--- config.mk ---
export PLATFORM = sky130hd
export DESIGN_NAME = bcrx_fifo
export DESIGN_NICKNAME = d
export VERILOG_FILES = /design/src/bcrx_pkg.sv /design/src/bcrx_fifo.sv /design/src/bcrx_store.sv
export SDC_FILE = /design/constraint.sdc
export NUM_CORES = 1
export LEC_CHECK = 0
export ABC_AREA = 1
export BUFFER_PORTS_ARGS = -buffer_cell sky130_fd_sc_hd__buf_2
export CAP_MARGIN = 10
export CORE_MARGIN = 5
export CORE_UTILIZATION = 50
export CTS_CLUSTER_SIZE = 16
export DETAILED_ROUTE_END_ITERATION = 12
export PLACE_DENSITY = 0.68
export SLEW_MARGIN = 10
export SYNTH_ARGS = -nofsm -noshare
export SYNTH_HDL_FRONTEND = slang
export SYNTH_SLANG_ARGS = --single-unit
export TNS_END_PERCENT = 1
--- constraint.sdc ---
create_clock -name sys_clk -period 5 [get_ports sys_clk]
set_input_delay 0.75 -clock sys_clk [delete_from_list [all_inputs] [get_ports sys_clk]]
set_output_delay 0.75 -clock sys_clk [all_outputs]
set_load 0.05 [all_outputs]
--- src/bcrx_pkg.sv ---
// Purpose : Shared constants for the B-channel receive queue host read path.
// Assumes : 8-bit register port, one clock domain.
// Notes   : The register window repeats at a second range offset by 0x40.
package bcrx_pkg;

    localparam int BCRX_DATA_W = 8;
    localparam int BCRX_ADDR_W = 8;
    localparam int BCRX_IDX_W  = 6;
    localparam int BCRX_CNT_W  = 7;
    localparam int BCRX_FRM_W  = 12;
    localparam int BCRX_DEPTH  = 64;

    // Address bit 6 selects the mirrored range and is ignored by decode.
    localparam logic [7:0] BCRX_MIRROR_MASK = 8'hBF;
    localparam logic [7:0] BCRX_QUEUE_LAST  = 8'h1F;
    localparam logic [7:0] BCRX_ADDR_EVENT  = 8'h20;
    localparam logic [7:0] BCRX_ADDR_STCMD  = 8'h21;
    localparam logic [7:0] BCRX_ADDR_CNTLO  = 8'h25;
    localparam logic [7:0] BCRX_ADDR_CNTHI  = 8'h2D;

    // Field positions.
    localparam int BCRX_BIT_EVT_END  = 7;
    localparam int BCRX_BIT_EVT_FULL = 6;
    localparam int BCRX_BIT_READABLE = 4;
    localparam int BCRX_BIT_RELEASE  = 7;
    localparam int BCRX_BIT_FLUSH    = 6;
    localparam int BCRX_BIT_DMA = 7;
    localparam int BCRX_BIT_OV  = 4;

    // Counts and reset values.
    localparam logic [6:0]  BCRX_CNT_ZERO   = 7'h00;
    localparam logic [6:0]  BCRX_CNT_ONE    = 7'h01;
    localparam logic [6:0]  BCRX_BLOCK_LAST = 7'h3F;
    localparam logic [5:0]  BCRX_IDX_ZERO   = 6'h00;
    localparam logic [5:0]  BCRX_IDX_ONE    = 6'h01;
    localparam logic [11:0] BCRX_FRM_ZERO   = 12'h000;
    localparam logic [11:0] BCRX_FRM_ONE    = 12'h001;
    localparam logic [11:0] BCRX_FRM_MAX    = 12'hFFF;
    localparam logic [7:0]  BCRX_BYTE_ZERO  = 8'h00;
    localparam logic        BCRX_DMA_RST    = 1'b0;

    typedef enum logic [1:0] {
        BCRX_ST_FILL = 2'b00,
        BCRX_ST_HOST = 2'b01
    } bcrx_state_t;

endpackage

--- src/bcrx_fifo.sv ---
// Purpose : Host read path of the B-channel receive queue, interrupt mode.
// Assumes : Receiver delivers bytes with a last-of-frame mark; host uses the
//           register port and issues the message-complete command per block.
// Notes   : One 64-byte block is owned by either the receiver or the host.
//
// What this block does
// - Mode bit clear means interrupt-driven transfer, no DMA requests.
// - After either event up to 64 bytes are readable by the host.
// - Queue holds 64 bytes behind a 32-byte window, pointer self-advances.
// - Every window address in both mirrored ranges returns the next byte.
// - Message-end event when a frame or its final part is stored.
// - Pool-full event when 64 bytes of an unfinished frame are stored.
// - Message-complete command frees the queue for further reception.
// - Readable flag set with either event, cleared by message-complete.
//
// Chosen here: the address-and-strobe port.
`timescale 1ns/100ps
`default_nettype none

module bcrx_fifo (
    input  wire logic                               sys_clk,
    input  wire logic                               rst_b,
    input  wire logic                               clk_en,
    input  wire logic [bcrx_pkg::BCRX_ADDR_W-1:0]   reg_addr,
    input  wire logic [bcrx_pkg::BCRX_DATA_W-1:0]   reg_wdata,
    input  wire logic                               reg_wr,
    input  wire logic                               reg_rd,
    output logic      [bcrx_pkg::BCRX_DATA_W-1:0]   reg_rdata,
    input  wire logic                               rx_byte_valid,
    input  wire logic [bcrx_pkg::BCRX_DATA_W-1:0]   rx_byte_data,
    input  wire logic                               rx_byte_last,
    output logic                                    rx_byte_ready,
    output logic                                    rx_pool_full_irq,
    output logic                                    rx_message_end_irq,
    output logic                                    rx_queue_readable_flag,
    output logic                                    rx_dma_mode
);
    import bcrx_pkg::*;

    ////////////////////////////////////////////////////////////////////////////
    // Address decode.

    // The mirror bit is stripped before every comparison.
    function automatic logic [BCRX_ADDR_W-1:0] fold_addr(
        input logic [BCRX_ADDR_W-1:0] addr
    );
        fold_addr = addr & BCRX_MIRROR_MASK;
    endfunction

    function automatic logic reg_hit(
        input logic [BCRX_ADDR_W-1:0] addr,
        input logic [BCRX_ADDR_W-1:0] target
    );
        reg_hit = (fold_addr(addr) == target);
    endfunction

    bcrx_state_t             state_reg;
    bcrx_state_t             state_next;
    logic [BCRX_CNT_W-1:0]   wr_cnt_reg;
    logic [BCRX_CNT_W-1:0]   wr_cnt_next;
    logic [BCRX_IDX_W-1:0]   rd_idx_reg;
    logic [BCRX_IDX_W-1:0]   rd_idx_next;
    logic [BCRX_CNT_W-1:0]   rd_cnt_reg;
    logic [BCRX_CNT_W-1:0]   rd_cnt_next;
    logic [BCRX_FRM_W-1:0]   frm_cnt_reg;
    logic [BCRX_FRM_W-1:0]   frm_cnt_next;
    logic                    ov_reg;
    logic                    ov_next;
    logic                    end_blk_reg;
    logic                    end_blk_next;
    logic                    pf_blk_reg;
    logic                    pf_blk_next;
    logic                    dma_reg;
    logic                    dma_next;
    logic                    ready_reg;
    logic                    ready_next;
    logic                    pf_irq_reg;
    logic                    pf_irq_next;
    logic                    me_irq_reg;
    logic                    me_irq_next;
    logic [BCRX_DATA_W-1:0]  rdata_reg;
    logic [BCRX_DATA_W-1:0]  rdata_next;
    logic [BCRX_DATA_W-1:0]  store_q;

    wire logic win_rd      = reg_rd && (fold_addr(reg_addr) <= BCRX_QUEUE_LAST);
    wire logic cmd_wr      = reg_wr && reg_hit(reg_addr, BCRX_ADDR_STCMD);
    wire logic mode_wr     = reg_wr && reg_hit(reg_addr, BCRX_ADDR_CNTHI);
    wire logic cmd_release = cmd_wr && reg_wdata[BCRX_BIT_RELEASE];
    wire logic cmd_flush   = cmd_wr && reg_wdata[BCRX_BIT_FLUSH];
    wire logic host_owns   = (state_reg == BCRX_ST_HOST);

    ////////////////////////////////////////////////////////////////////////////
    // Receiver side.

    wire logic accept    = rx_byte_valid && ready_reg;
    wire logic blk_full  = accept && !rx_byte_last && (wr_cnt_reg == BCRX_BLOCK_LAST);
    wire logic blk_end   = accept && rx_byte_last;
    wire logic blk_done  = blk_full || blk_end;

    bcrx_store u_store (
        .sys_clk (sys_clk),
        .clk_en  (clk_en),
        .wr_en   (accept),
        .wr_idx  (wr_cnt_reg[BCRX_IDX_W-1:0]),
        .wr_data (rx_byte_data),
        .rd_idx  (rd_idx_reg),
        .rd_data (store_q)
    );

    ////////////////////////////////////////////////////////////////////////////
    // Ownership of the block.

    // A flush wins over a block that completes in the same cycle: the bytes it
    // would announce are discarded together with the rest.
    // release on command
    always_comb begin
        state_next = state_reg;
        case (state_reg)
            BCRX_ST_FILL: begin
                if (blk_done && !cmd_flush) begin
                    state_next = BCRX_ST_HOST;
                end
            end
            BCRX_ST_HOST: begin
                if (cmd_release || cmd_flush) begin
                    state_next = BCRX_ST_FILL;
                end
            end
            default: begin
                state_next = BCRX_ST_FILL;
            end
        endcase
    end

    // The receiver is held off while the host owns the block; that is the only
    // back-pressure, so a long frame waits for each message-complete.
    assign ready_next = (state_next == BCRX_ST_FILL);

    assign wr_cnt_next = (cmd_flush || (host_owns && cmd_release)) ? BCRX_CNT_ZERO :
                         blk_done                                  ? wr_cnt_reg + BCRX_CNT_ONE :
                         accept                                    ? wr_cnt_reg + BCRX_CNT_ONE :
                                                                     wr_cnt_reg;

    // Frame byte count runs across blocks and restarts once the end block is freed.
    wire logic frame_restart = cmd_flush || (host_owns && cmd_release && end_blk_reg);
    wire logic frm_at_max    = (frm_cnt_reg == BCRX_FRM_MAX);

    assign frm_cnt_next = frame_restart           ? BCRX_FRM_ZERO :
                          (accept && !frm_at_max) ? frm_cnt_reg + BCRX_FRM_ONE :
                                                    frm_cnt_reg;
    assign ov_next      = frame_restart ? 1'b0 : (ov_reg || (accept && frm_at_max));

    assign end_blk_next = (host_owns && (cmd_release || cmd_flush)) ? 1'b0 :
                          (!host_owns && blk_end && !cmd_flush)      ? 1'b1 :
                                                                       end_blk_reg;
    assign pf_blk_next  = (host_owns && (cmd_release || cmd_flush)) ? 1'b0 :
                          (!host_owns && blk_full && !cmd_flush)     ? 1'b1 :
                                                                       pf_blk_reg;

    assign pf_irq_next = blk_full && !cmd_flush && !dma_reg;
    assign me_irq_next = blk_end && !cmd_flush;

    assign dma_next = mode_wr ? reg_wdata[BCRX_BIT_DMA] : dma_reg;

    ////////////////////////////////////////////////////////////////////////////
    // Host read side.

    // A read past the stored bytes returns zero and leaves the pointer alone, so
    // a host that reads too far never runs into bytes the receiver still owns.
    // one byte per read
    wire logic rd_more = host_owns && (rd_cnt_reg < wr_cnt_reg);
    wire logic rd_step = win_rd && rd_more;

    assign rd_idx_next = (state_next == BCRX_ST_FILL) ? BCRX_IDX_ZERO :
                         rd_step                      ? rd_idx_reg + BCRX_IDX_ONE :
                                                        rd_idx_reg;
    assign rd_cnt_next = (state_next == BCRX_ST_FILL) ? BCRX_CNT_ZERO :
                         rd_step                      ? rd_cnt_reg + BCRX_CNT_ONE :
                                                        rd_cnt_reg;

    wire logic rd_event  = reg_rd && reg_hit(reg_addr, BCRX_ADDR_EVENT);
    wire logic rd_status = reg_rd && reg_hit(reg_addr, BCRX_ADDR_STCMD);
    wire logic rd_cntlo  = reg_rd && reg_hit(reg_addr, BCRX_ADDR_CNTLO);
    wire logic rd_cnthi  = reg_rd && reg_hit(reg_addr, BCRX_ADDR_CNTHI);

    // The views are assembled from the field positions, so a field that moves
    // only touches the package.
    logic [BCRX_DATA_W-1:0]  event_view;
    logic [BCRX_DATA_W-1:0]  status_view;
    logic [BCRX_DATA_W-1:0]  cnthi_view;

    always_comb begin
        event_view                             = BCRX_BYTE_ZERO;
        event_view[BCRX_BIT_EVT_END]           = end_blk_reg;
        event_view[BCRX_BIT_EVT_FULL]          = pf_blk_reg;
        status_view                            = BCRX_BYTE_ZERO;
        status_view[BCRX_BIT_READABLE]         = host_owns;
        cnthi_view                             = BCRX_BYTE_ZERO;
        cnthi_view[BCRX_BIT_DMA]               = dma_reg;
        cnthi_view[BCRX_BIT_OV]                = ov_reg;
        cnthi_view[BCRX_FRM_W-BCRX_DATA_W-1:0] = frm_cnt_reg[BCRX_FRM_W-1:BCRX_DATA_W];
    end

    always_comb begin
        rdata_next = BCRX_BYTE_ZERO;
        if (win_rd) begin
            rdata_next = rd_more ? store_q : BCRX_BYTE_ZERO;
        end else if (rd_event) begin
            rdata_next = event_view;
        end else if (rd_status) begin
            rdata_next = status_view;
        end else if (rd_cntlo) begin
            rdata_next = frm_cnt_reg[BCRX_DATA_W-1:0];
        end else if (rd_cnthi) begin
            rdata_next = cnthi_view;
        end
    end

    ////////////////////////////////////////////////////////////////////////////
    // State registers.

    // Every group resets on rst_b and holds while clk_en is low.
    always_ff @(posedge sys_clk) begin
        if (!rst_b) begin
            state_reg <= BCRX_ST_FILL;
            ready_reg <= 1'b1;
        end else if (clk_en) begin
            state_reg <= state_next;
            ready_reg <= ready_next;
        end
    end

    always_ff @(posedge sys_clk) begin
        if (!rst_b) begin
            wr_cnt_reg <= BCRX_CNT_ZERO;
            rd_idx_reg <= BCRX_IDX_ZERO;
            rd_cnt_reg <= BCRX_CNT_ZERO;
        end else if (clk_en) begin
            wr_cnt_reg <= wr_cnt_next;
            rd_idx_reg <= rd_idx_next;
            rd_cnt_reg <= rd_cnt_next;
        end
    end

    always_ff @(posedge sys_clk) begin
        if (!rst_b) begin
            frm_cnt_reg <= BCRX_FRM_ZERO;
            ov_reg      <= 1'b0;
            dma_reg     <= BCRX_DMA_RST;
        end else if (clk_en) begin
            frm_cnt_reg <= frm_cnt_next;
            ov_reg      <= ov_next;
            dma_reg     <= dma_next;
        end
    end

    always_ff @(posedge sys_clk) begin
        if (!rst_b) begin
            end_blk_reg <= 1'b0;
            pf_blk_reg  <= 1'b0;
            pf_irq_reg  <= 1'b0;
            me_irq_reg  <= 1'b0;
        end else if (clk_en) begin
            end_blk_reg <= end_blk_next;
            pf_blk_reg  <= pf_blk_next;
            pf_irq_reg  <= pf_irq_next;
            me_irq_reg  <= me_irq_next;
        end
    end

    always_ff @(posedge sys_clk) begin
        if (!rst_b) begin
            rdata_reg <= BCRX_BYTE_ZERO;
        end else if (clk_en) begin
            rdata_reg <= rdata_next;
        end
    end

    assign reg_rdata              = rdata_reg;
    assign rx_byte_ready          = ready_reg;
    assign rx_pool_full_irq       = pf_irq_reg;
    assign rx_message_end_irq     = me_irq_reg;
    assign rx_queue_readable_flag = host_owns;
    assign rx_dma_mode            = dma_reg;

endmodule

`default_nettype wire

--- src/bcrx_store.sv ---
// Purpose : 64-byte storage array of the receive queue.
// Assumes : One write port from the receiver, one combinational read port.
// Notes   : No reset on the array; contents are only read inside a block the host owns.
`timescale 1ns/100ps
`default_nettype none

module bcrx_store (
    input  wire logic                               sys_clk,
    input  wire logic                               clk_en,
    input  wire logic                               wr_en,
    input  wire logic [bcrx_pkg::BCRX_IDX_W-1:0]    wr_idx,
    input  wire logic [bcrx_pkg::BCRX_DATA_W-1:0]   wr_data,
    input  wire logic [bcrx_pkg::BCRX_IDX_W-1:0]    rd_idx,
    output logic      [bcrx_pkg::BCRX_DATA_W-1:0]   rd_data
);
    import bcrx_pkg::*;

    logic [BCRX_DATA_W-1:0] mem [0:BCRX_DEPTH-1];

    always_ff @(posedge sys_clk) begin
        if (clk_en && wr_en) begin
            mem[wr_idx] <= wr_data;
        end
    end

    assign rd_data = mem[rd_idx];

endmodule

`default_nettype wire
-- Yosys cells after proc, flatten, opt, wreduce, memory -nomap -nowiden
Memories as Yosys holds them, arrays and structs flattened. A register that Yosys moved wholly into a read port is not among the register bits.
Index checks and enable logic that the tools add are counted.
- bits in registers: 49
- RAM bits: 512
- bits of input ports: 31
- output and inout port bits: 13
- logic and storage cells: 106
- memories kept: 1
- memories (name ; words ; width ; rd ports ; clocked after memory_dff ; write ports ; RTL line ; RTL):
    u_store.mem ; 64 ; 8 ; 1 ; 1 ; 1 ; bcrx_store.sv:18 ; logic [BCRX_DATA_W-1:0] mem [0:BCRX_DEPTH-1];
- $add $sub $neg: 4
- $lt $le $gt $ge: 2
- equal/unequal tests: 7
- multiplexer cells: 27
- reductions and logical operators: 52
- operators by type and width (kind ; count):
    2-to-1 mux 8 bit ; 6
    == test 7 x 6 -> 1 bit (second input constant) ; 5
    2-to-1 mux 7 bit ; 5
    logical AND 1 bit ; 29
    2-to-1 mux 12 bit ; 2
    2-to-1 mux 6 bit ; 4
    adder 7 x 1 -> 7 bit (second input constant) ; 2
    adder 12 x 1 -> 12 bit (second input constant) ; 1
    == test 12 bit (second input constant) ; 1
    AND reduction 2 bit ; 6
    <= comparator 8 x 5 -> 1 bit (second input constant) ; 1
    nonzero test 2 bit ; 4
    less-than comparator 7 bit ; 1
    2-to-1 mux 1 bit ; 7
    adder 6 x 1 -> 6 bit (second input constant) ; 1
    zero test 1 bit ; 5
    logical OR 1 bit ; 5
    zero test 2 bit ; 2
    2-to-1 mux 2 bit ; 2
    case mux 2 bit (2 select lines) ; 1
    nonzero test 3 bit ; 1
    == test 2 x 1 -> 1 bit (second input constant) ; 1

-- Logic depth before layout (Yosys ltp)
- depth after elaboration: 12
- gate-level depth with buffers: 13

-- By module
From an unflattened synthesis, not the netlist that was laid out.
- cells, all modules: 2254
- area total of the unflattened synthesis: 24208.2 um2
- by module, submodules not included (module ; times used ; cells an instance ; area an instance (um2)):
    bcrx_store ; 1 ; 1795 ; 21089.0
    bcrx_fifo ; 1 ; 459 ; 3119.2

-- Least setup slack after synthesis
Ideal clock, no wire load.
- kind: in2reg
- start: input rx_byte_valid
- end: memory u_store.mem[48][0], enable pin
- arrival time: 2.086 ns
- slack: 2.520 ns
- stages on the path: 4
- path buffers: 0
- path through: nand2_1 > nor2_1 > nand4_1 > nor4_1
- word-level cells in the longest chain between the ends: 4
- RTL lines (item ; RTL line ; RTL):
    start: declaration ; bcrx_fifo.sv:29 ; input wire logic rx_byte_valid,
    logical AND 1 bit ; bcrx_fifo.sv:95 ; wire logic accept = rx_byte_valid && ready_reg;
    logical AND 1 bit ; bcrx_store.sv:21 ; if (clk_en && wr_en) begin
    2-to-1 mux 1 bit ; bcrx_store.sv:21 ;
    2-to-1 mux 1 bit (not written as such) ; bcrx_store.sv:22 ; mem[wr_idx] <= wr_data;
    end: declaration ; bcrx_store.sv:18 ;
Every way passes these cells.

-- Worst setup path in the final report
- start: register wr_cnt_reg[2]
- end: register rd_idx_reg[3]
- word-level cells in the longest chain between the ends: 9
- elaborated cells on any way between the ends: 13
- classes of those cells: 1 x order compare; 1 x eq/ne; 3 x mux; 8 x reduce/logical
- RTL lines (item ; RTL line ; RTL):
    start: declaration ; bcrx_fifo.sv:59 ; logic [BCRX_CNT_W-1:0] wr_cnt_reg;
    start signal: assignment ; bcrx_fifo.sv:239 ; wr_cnt_reg <= wr_cnt_next;
    == test 7 x 6 -> 1 bit ; bcrx_fifo.sv:96 ; wire logic blk_full = accept && !rx_byte_last && (wr_cnt_reg == BCRX_BLOCK_LAST);
    logical AND 1 bit ; bcrx_fifo.sv:96 ;
    logical OR 1 bit ; bcrx_fifo.sv:98 ; wire logic blk_done = blk_full || blk_end;
    logical AND 1 bit ; bcrx_fifo.sv:120 ; if (blk_done && !cmd_flush) begin
    2-to-1 mux 2 bit ; bcrx_fifo.sv:120 ;
    case mux 2 bit (2 select lines) ; bcrx_fifo.sv:118 ; case (state_reg)
    zero test 2 bit ; bcrx_fifo.sv:174 ; assign rd_idx_next = (state_next == BCRX_ST_FILL) ? BCRX_IDX_ZERO :
    nonzero test 2 bit (no line) ; n/a ;
    AND reduction 2 bit (no line) ; n/a ;
    end signal: assignment ; bcrx_fifo.sv:240 ; rd_idx_reg <= rd_idx_next;
    end: declaration ; bcrx_fifo.sv:61 ; logic [BCRX_IDX_W-1:0] rd_idx_reg;
Parallel ways exist; a longest one is shown, timed or not.
A chain may end at the register's enable or synchronous reset.

==> flow_summary_export.csv <==
group,metric,value,unit
worst_setup_path,end_kind,"flop",
synthesis,synth-xor-area-share,0.00731,
clock_tree,postCtsSetupRepairBufs,0,
synthesis,synth_area_per_cell,10.0,um^2
synthesis,synth_top_area_share,0.611,
floorplan,io_pins,44,
global_routing,grt_pass1_wl,93.9,mm
global_routing,grt_max_degree,230,
synthesis,synth_fa_ha_area_frac,0.00498,
synthesis,synth.area.top_cells,"edfxtp_1, nand2_1, nand3_1, inv_1, dfxtp_1",
synthesis,synth_top_cell_by_area,"edfxtp_1",
layout,area_growth,11.4,%
power,clockPowerShare,0.436,
drt,ant_nets,0,
timing,finalSetupViolCount,0,
timing,hold_viol_final,0,
clock_tree,clk_pin_slew_worst_paths,60,ps
synthesis,synth_enable_flop_cells,512,
synthesis,yosysMostFrequentCell,"nand2_1",
layout,fill_cells,4190,
synthesis,async_reset_ff_frac,0,
placement,dp_slack,1700,ps
floorplan,floorplan.rows,82,
drt,drc,0,
worst_setup_path,cpPeakStageDelay,540,ps
floorplan,start_util,0.503,
clock_tree,htree_levels,2,
timing,holdWs,389,ps
synthesis,synth_compound_area_frac,0.0290,
timing,setup_tns,0,ps
drt,first_pass_iters,5,
drt,drt_iter0_drc,1685,
global_routing,use_met2,0.348,
clock_tree,clockBufferDepth,3,
global_routing,track_usage,0.219,
timing,skew,15.7,ps
power,switching_share,0.209,
drt,routedWlPerCell,18.3,um
layout,final-seq-area,16500,um^2
power,power.switching,2030,uW
timing,rsz0062_at_grt,"false",
synthesis,synthTopCellsByCount,"nand2_1, edfxtp_1, nand3_1",
layout,final_util,0.561,
worst_setup_path,cp_max_fo,14,
power,sequentialPowerShare,0.533,
power,powerDensity,347,nW/um^2
power,internal_power,7690,uW
drt,drt-total-wl,59.9,mm
synthesis,muxShareOfSynthArea,0,
worst_setup_path,path_cells,"clkinv_1 > ha_1 > a21oi_1 > o21ai_1 > nand4_1 > nand3_1 > nor2_2 > nand2_1 > nand2_2 > nand2_1 > a21oi_1",
synthesis,yosys_most_used_dff,"edfxtp_1",
global_routing,antenna_found_initial,1,
floorplan,die-area,54900,um^2
floorplan,fp.coreArea,50000,um^2
timing,post-route-period-util,0.652,
layout,drive_above_1_share,0.104,
clock_tree,cts_buffers,57,
synthesis,synth-simple-area-share,0.230,
status,status,"complete, no violations",
worst_setup_path,arrival,3810,ps
synthesis,synth_top_family_by_area,"simple AND/OR/NAND/NOR gates",
clock_tree,cts-root-buf,"clkbuf_16",
timing,fin_crit,3260,ps
worst_setup_path,critPathRequiredTime,5540,ps
timing,finalWorstSetupSlack,1740,ps
timing,slew_violations,0,
clock_tree,clkSinkCount,567,
floorplan,die_x,234,um
timing,max-slew-margin-rel,0.356,
flow_run,drv_cap,0,
clock_tree,cts_tree,"yes",
synthesis,yosysWarnings,0,
global_routing,grtUsageMet3,0.0347,
synthesis,synth_cell_type_count,39,
placement,portBuffers,36,
clock_tree,clk_latency,620,ps
layout,multi_input_area,6820,um^2
worst_hold_path,holdCritPathClass,"in2reg",
synthesis,yosysSeqAreaShare,0.655,
synthesis,netlist_instances,2515,
power,ir_drop,0.298,mV
layout,n_antenna_cell,0,
global_routing,grt_most_used_layer,"met2",
synthesis,synthesis.area,25100,um^2
power,combPwrFrac,0.031,
worst_setup_path,worstSetupPathType,"reg2reg",
timing,worst_slew_pin_slew,965,ps
layout,final_nets,2587,
clock_tree,cts_resized,0,
worst_setup_path,startpoint_type,"flop",
global_routing,overflow,0,
placement,hpwl,35.6,mm
floorplan,die_h,234,um
power,total_leakage_power,0.0111,uW
worst_setup_path,crit_slowest_cell,"dfxtp_1",
synthesis,synthesis.nets,2556,
global_routing,first_global_vias,16928,
timing,max_freq,307,MHz
layout,largest_reg_flops,512,
drt,via_per_inst,5.36,
clock_tree,ctsHoldBuffers,0,
drt,num_vias,17509,
placement,place_congestion,0.928,
synthesis,synth-seq-cells,567,
global_routing,grt_use_met1,0.310,
==> cell families (layout without fill, tap and decap cells) <==
| family | count (synthesis) | in the layout |
|---|---|---|
| xor+xnor | 21 | 21 |
| compound gates | 127 | 127 |
| buf+inv | 474 | 551 |
| flops | 567 | 567 |
| fa+ha+maj | 10 | 10 |
| simple gates | 1316 | 1316 |
==> layout by cell type (no fill, tap or decap), types with 2 or more instances in the layout <==
cell	Yosys	final
bufinv_16	0	4
o211ai_1	23	23
a21oi_1	61	61
nand2_1	691	691
xor2_1	20	20
dfxtp_4	0	2
nand4_1	22	22
nor2_1	98	98
clkbuf_8	0	8
nor2_2	3	3
inv_2	6	6
or2_2	63	63
ha_1	10	10
nand3_1	410	410
clkbuf_1	54	12
clkinv_1	2	12
nand2_4	2	2
nor3_1	9	9
nor4_1	6	6
inv_4	0	2
clkbuf_16	0	58
inv_1	341	340
nand2_2	6	6
clkinvlp_4	0	2
nand3_2	2	2
buf_12	0	2
edfxtp_1	512	512
buf_4	1	58
a211oi_1	2	2
dfxtp_1	55	52
o21ai_1	2	2
o22ai_1	3	3
nand3b_1	2	2
o21ai_0	30	30
clkinv_2	0	6
buf_2	47	36
==> through the flow <==
| stage | total power [uW] | cell area (um^2) | cells |
|---|---|---|---|
| 6_report | 9720 | 28000 | 3264 |
| 2_1_floorplan | 5430 | 25100 | 2515 |
| 5_1_grt | 10000 | 28000 | 3264 |
| 3_3_place_gp | 5580 | 26100 | 3158 |
| 4_1_cts | 9780 | 28000 | 3263 |
| 3_5_place_dp | 5590 | 26100 | 3158 |
==> worst paths after layout <==
check                 from            end  slack, ps  cells after the start
min reg2reg   state_reg[1]   state_reg[1]        450                      2
max          wr_cnt_reg[2]  rd_idx_reg[3]       1740                     11
min           reg_wdata[7]    rx_dma_mode        390                      3
max reg2reg  wr_cnt_reg[2]  rd_idx_reg[3]       1740                     11
==> power groups by stage <==
stage | Combinational, uW | Clock (uW) | Sequential (uW)
detailed placement | 303 | 0 | 5280
global placement | 298 | 0 | 5280
floorplan | 129 | 0 | 5300
finish | 304 | 4230 | 5180
global route | 330 | 4500 | 5180
CTS | 303 | 4300 | 5180
==> cell type report <==
cell class              instances  area share
flip-flops and latches        567       0.589
multi-input cells            1474       0.243
clock buffers                  78      0.0574
inverters                     349      0.0469
well taps                     672      0.0300
repair buffers                 97      0.0244
clock inverters                27     0.00938
==> worst max-delay path: cells and delay by family (launching register included) <==
| family | cells | cell delay, ps |
|---|---|---|
| compound gates | 3 | 360 |
| fa+ha+maj | 1 | 380 |
| buf+inv | 1 | 340 |
| flops | 1 | 540 |
| simple gates | 6 | 1570 |
==> layer usage <==
layer,share of wire,wire length [um]
met3,0.082,4900
met1,0.42,25300
met2,0.46,27600
met5,0,0
met4,0.035,2080
Note: power is estimated with default switching activity, not from simulation.
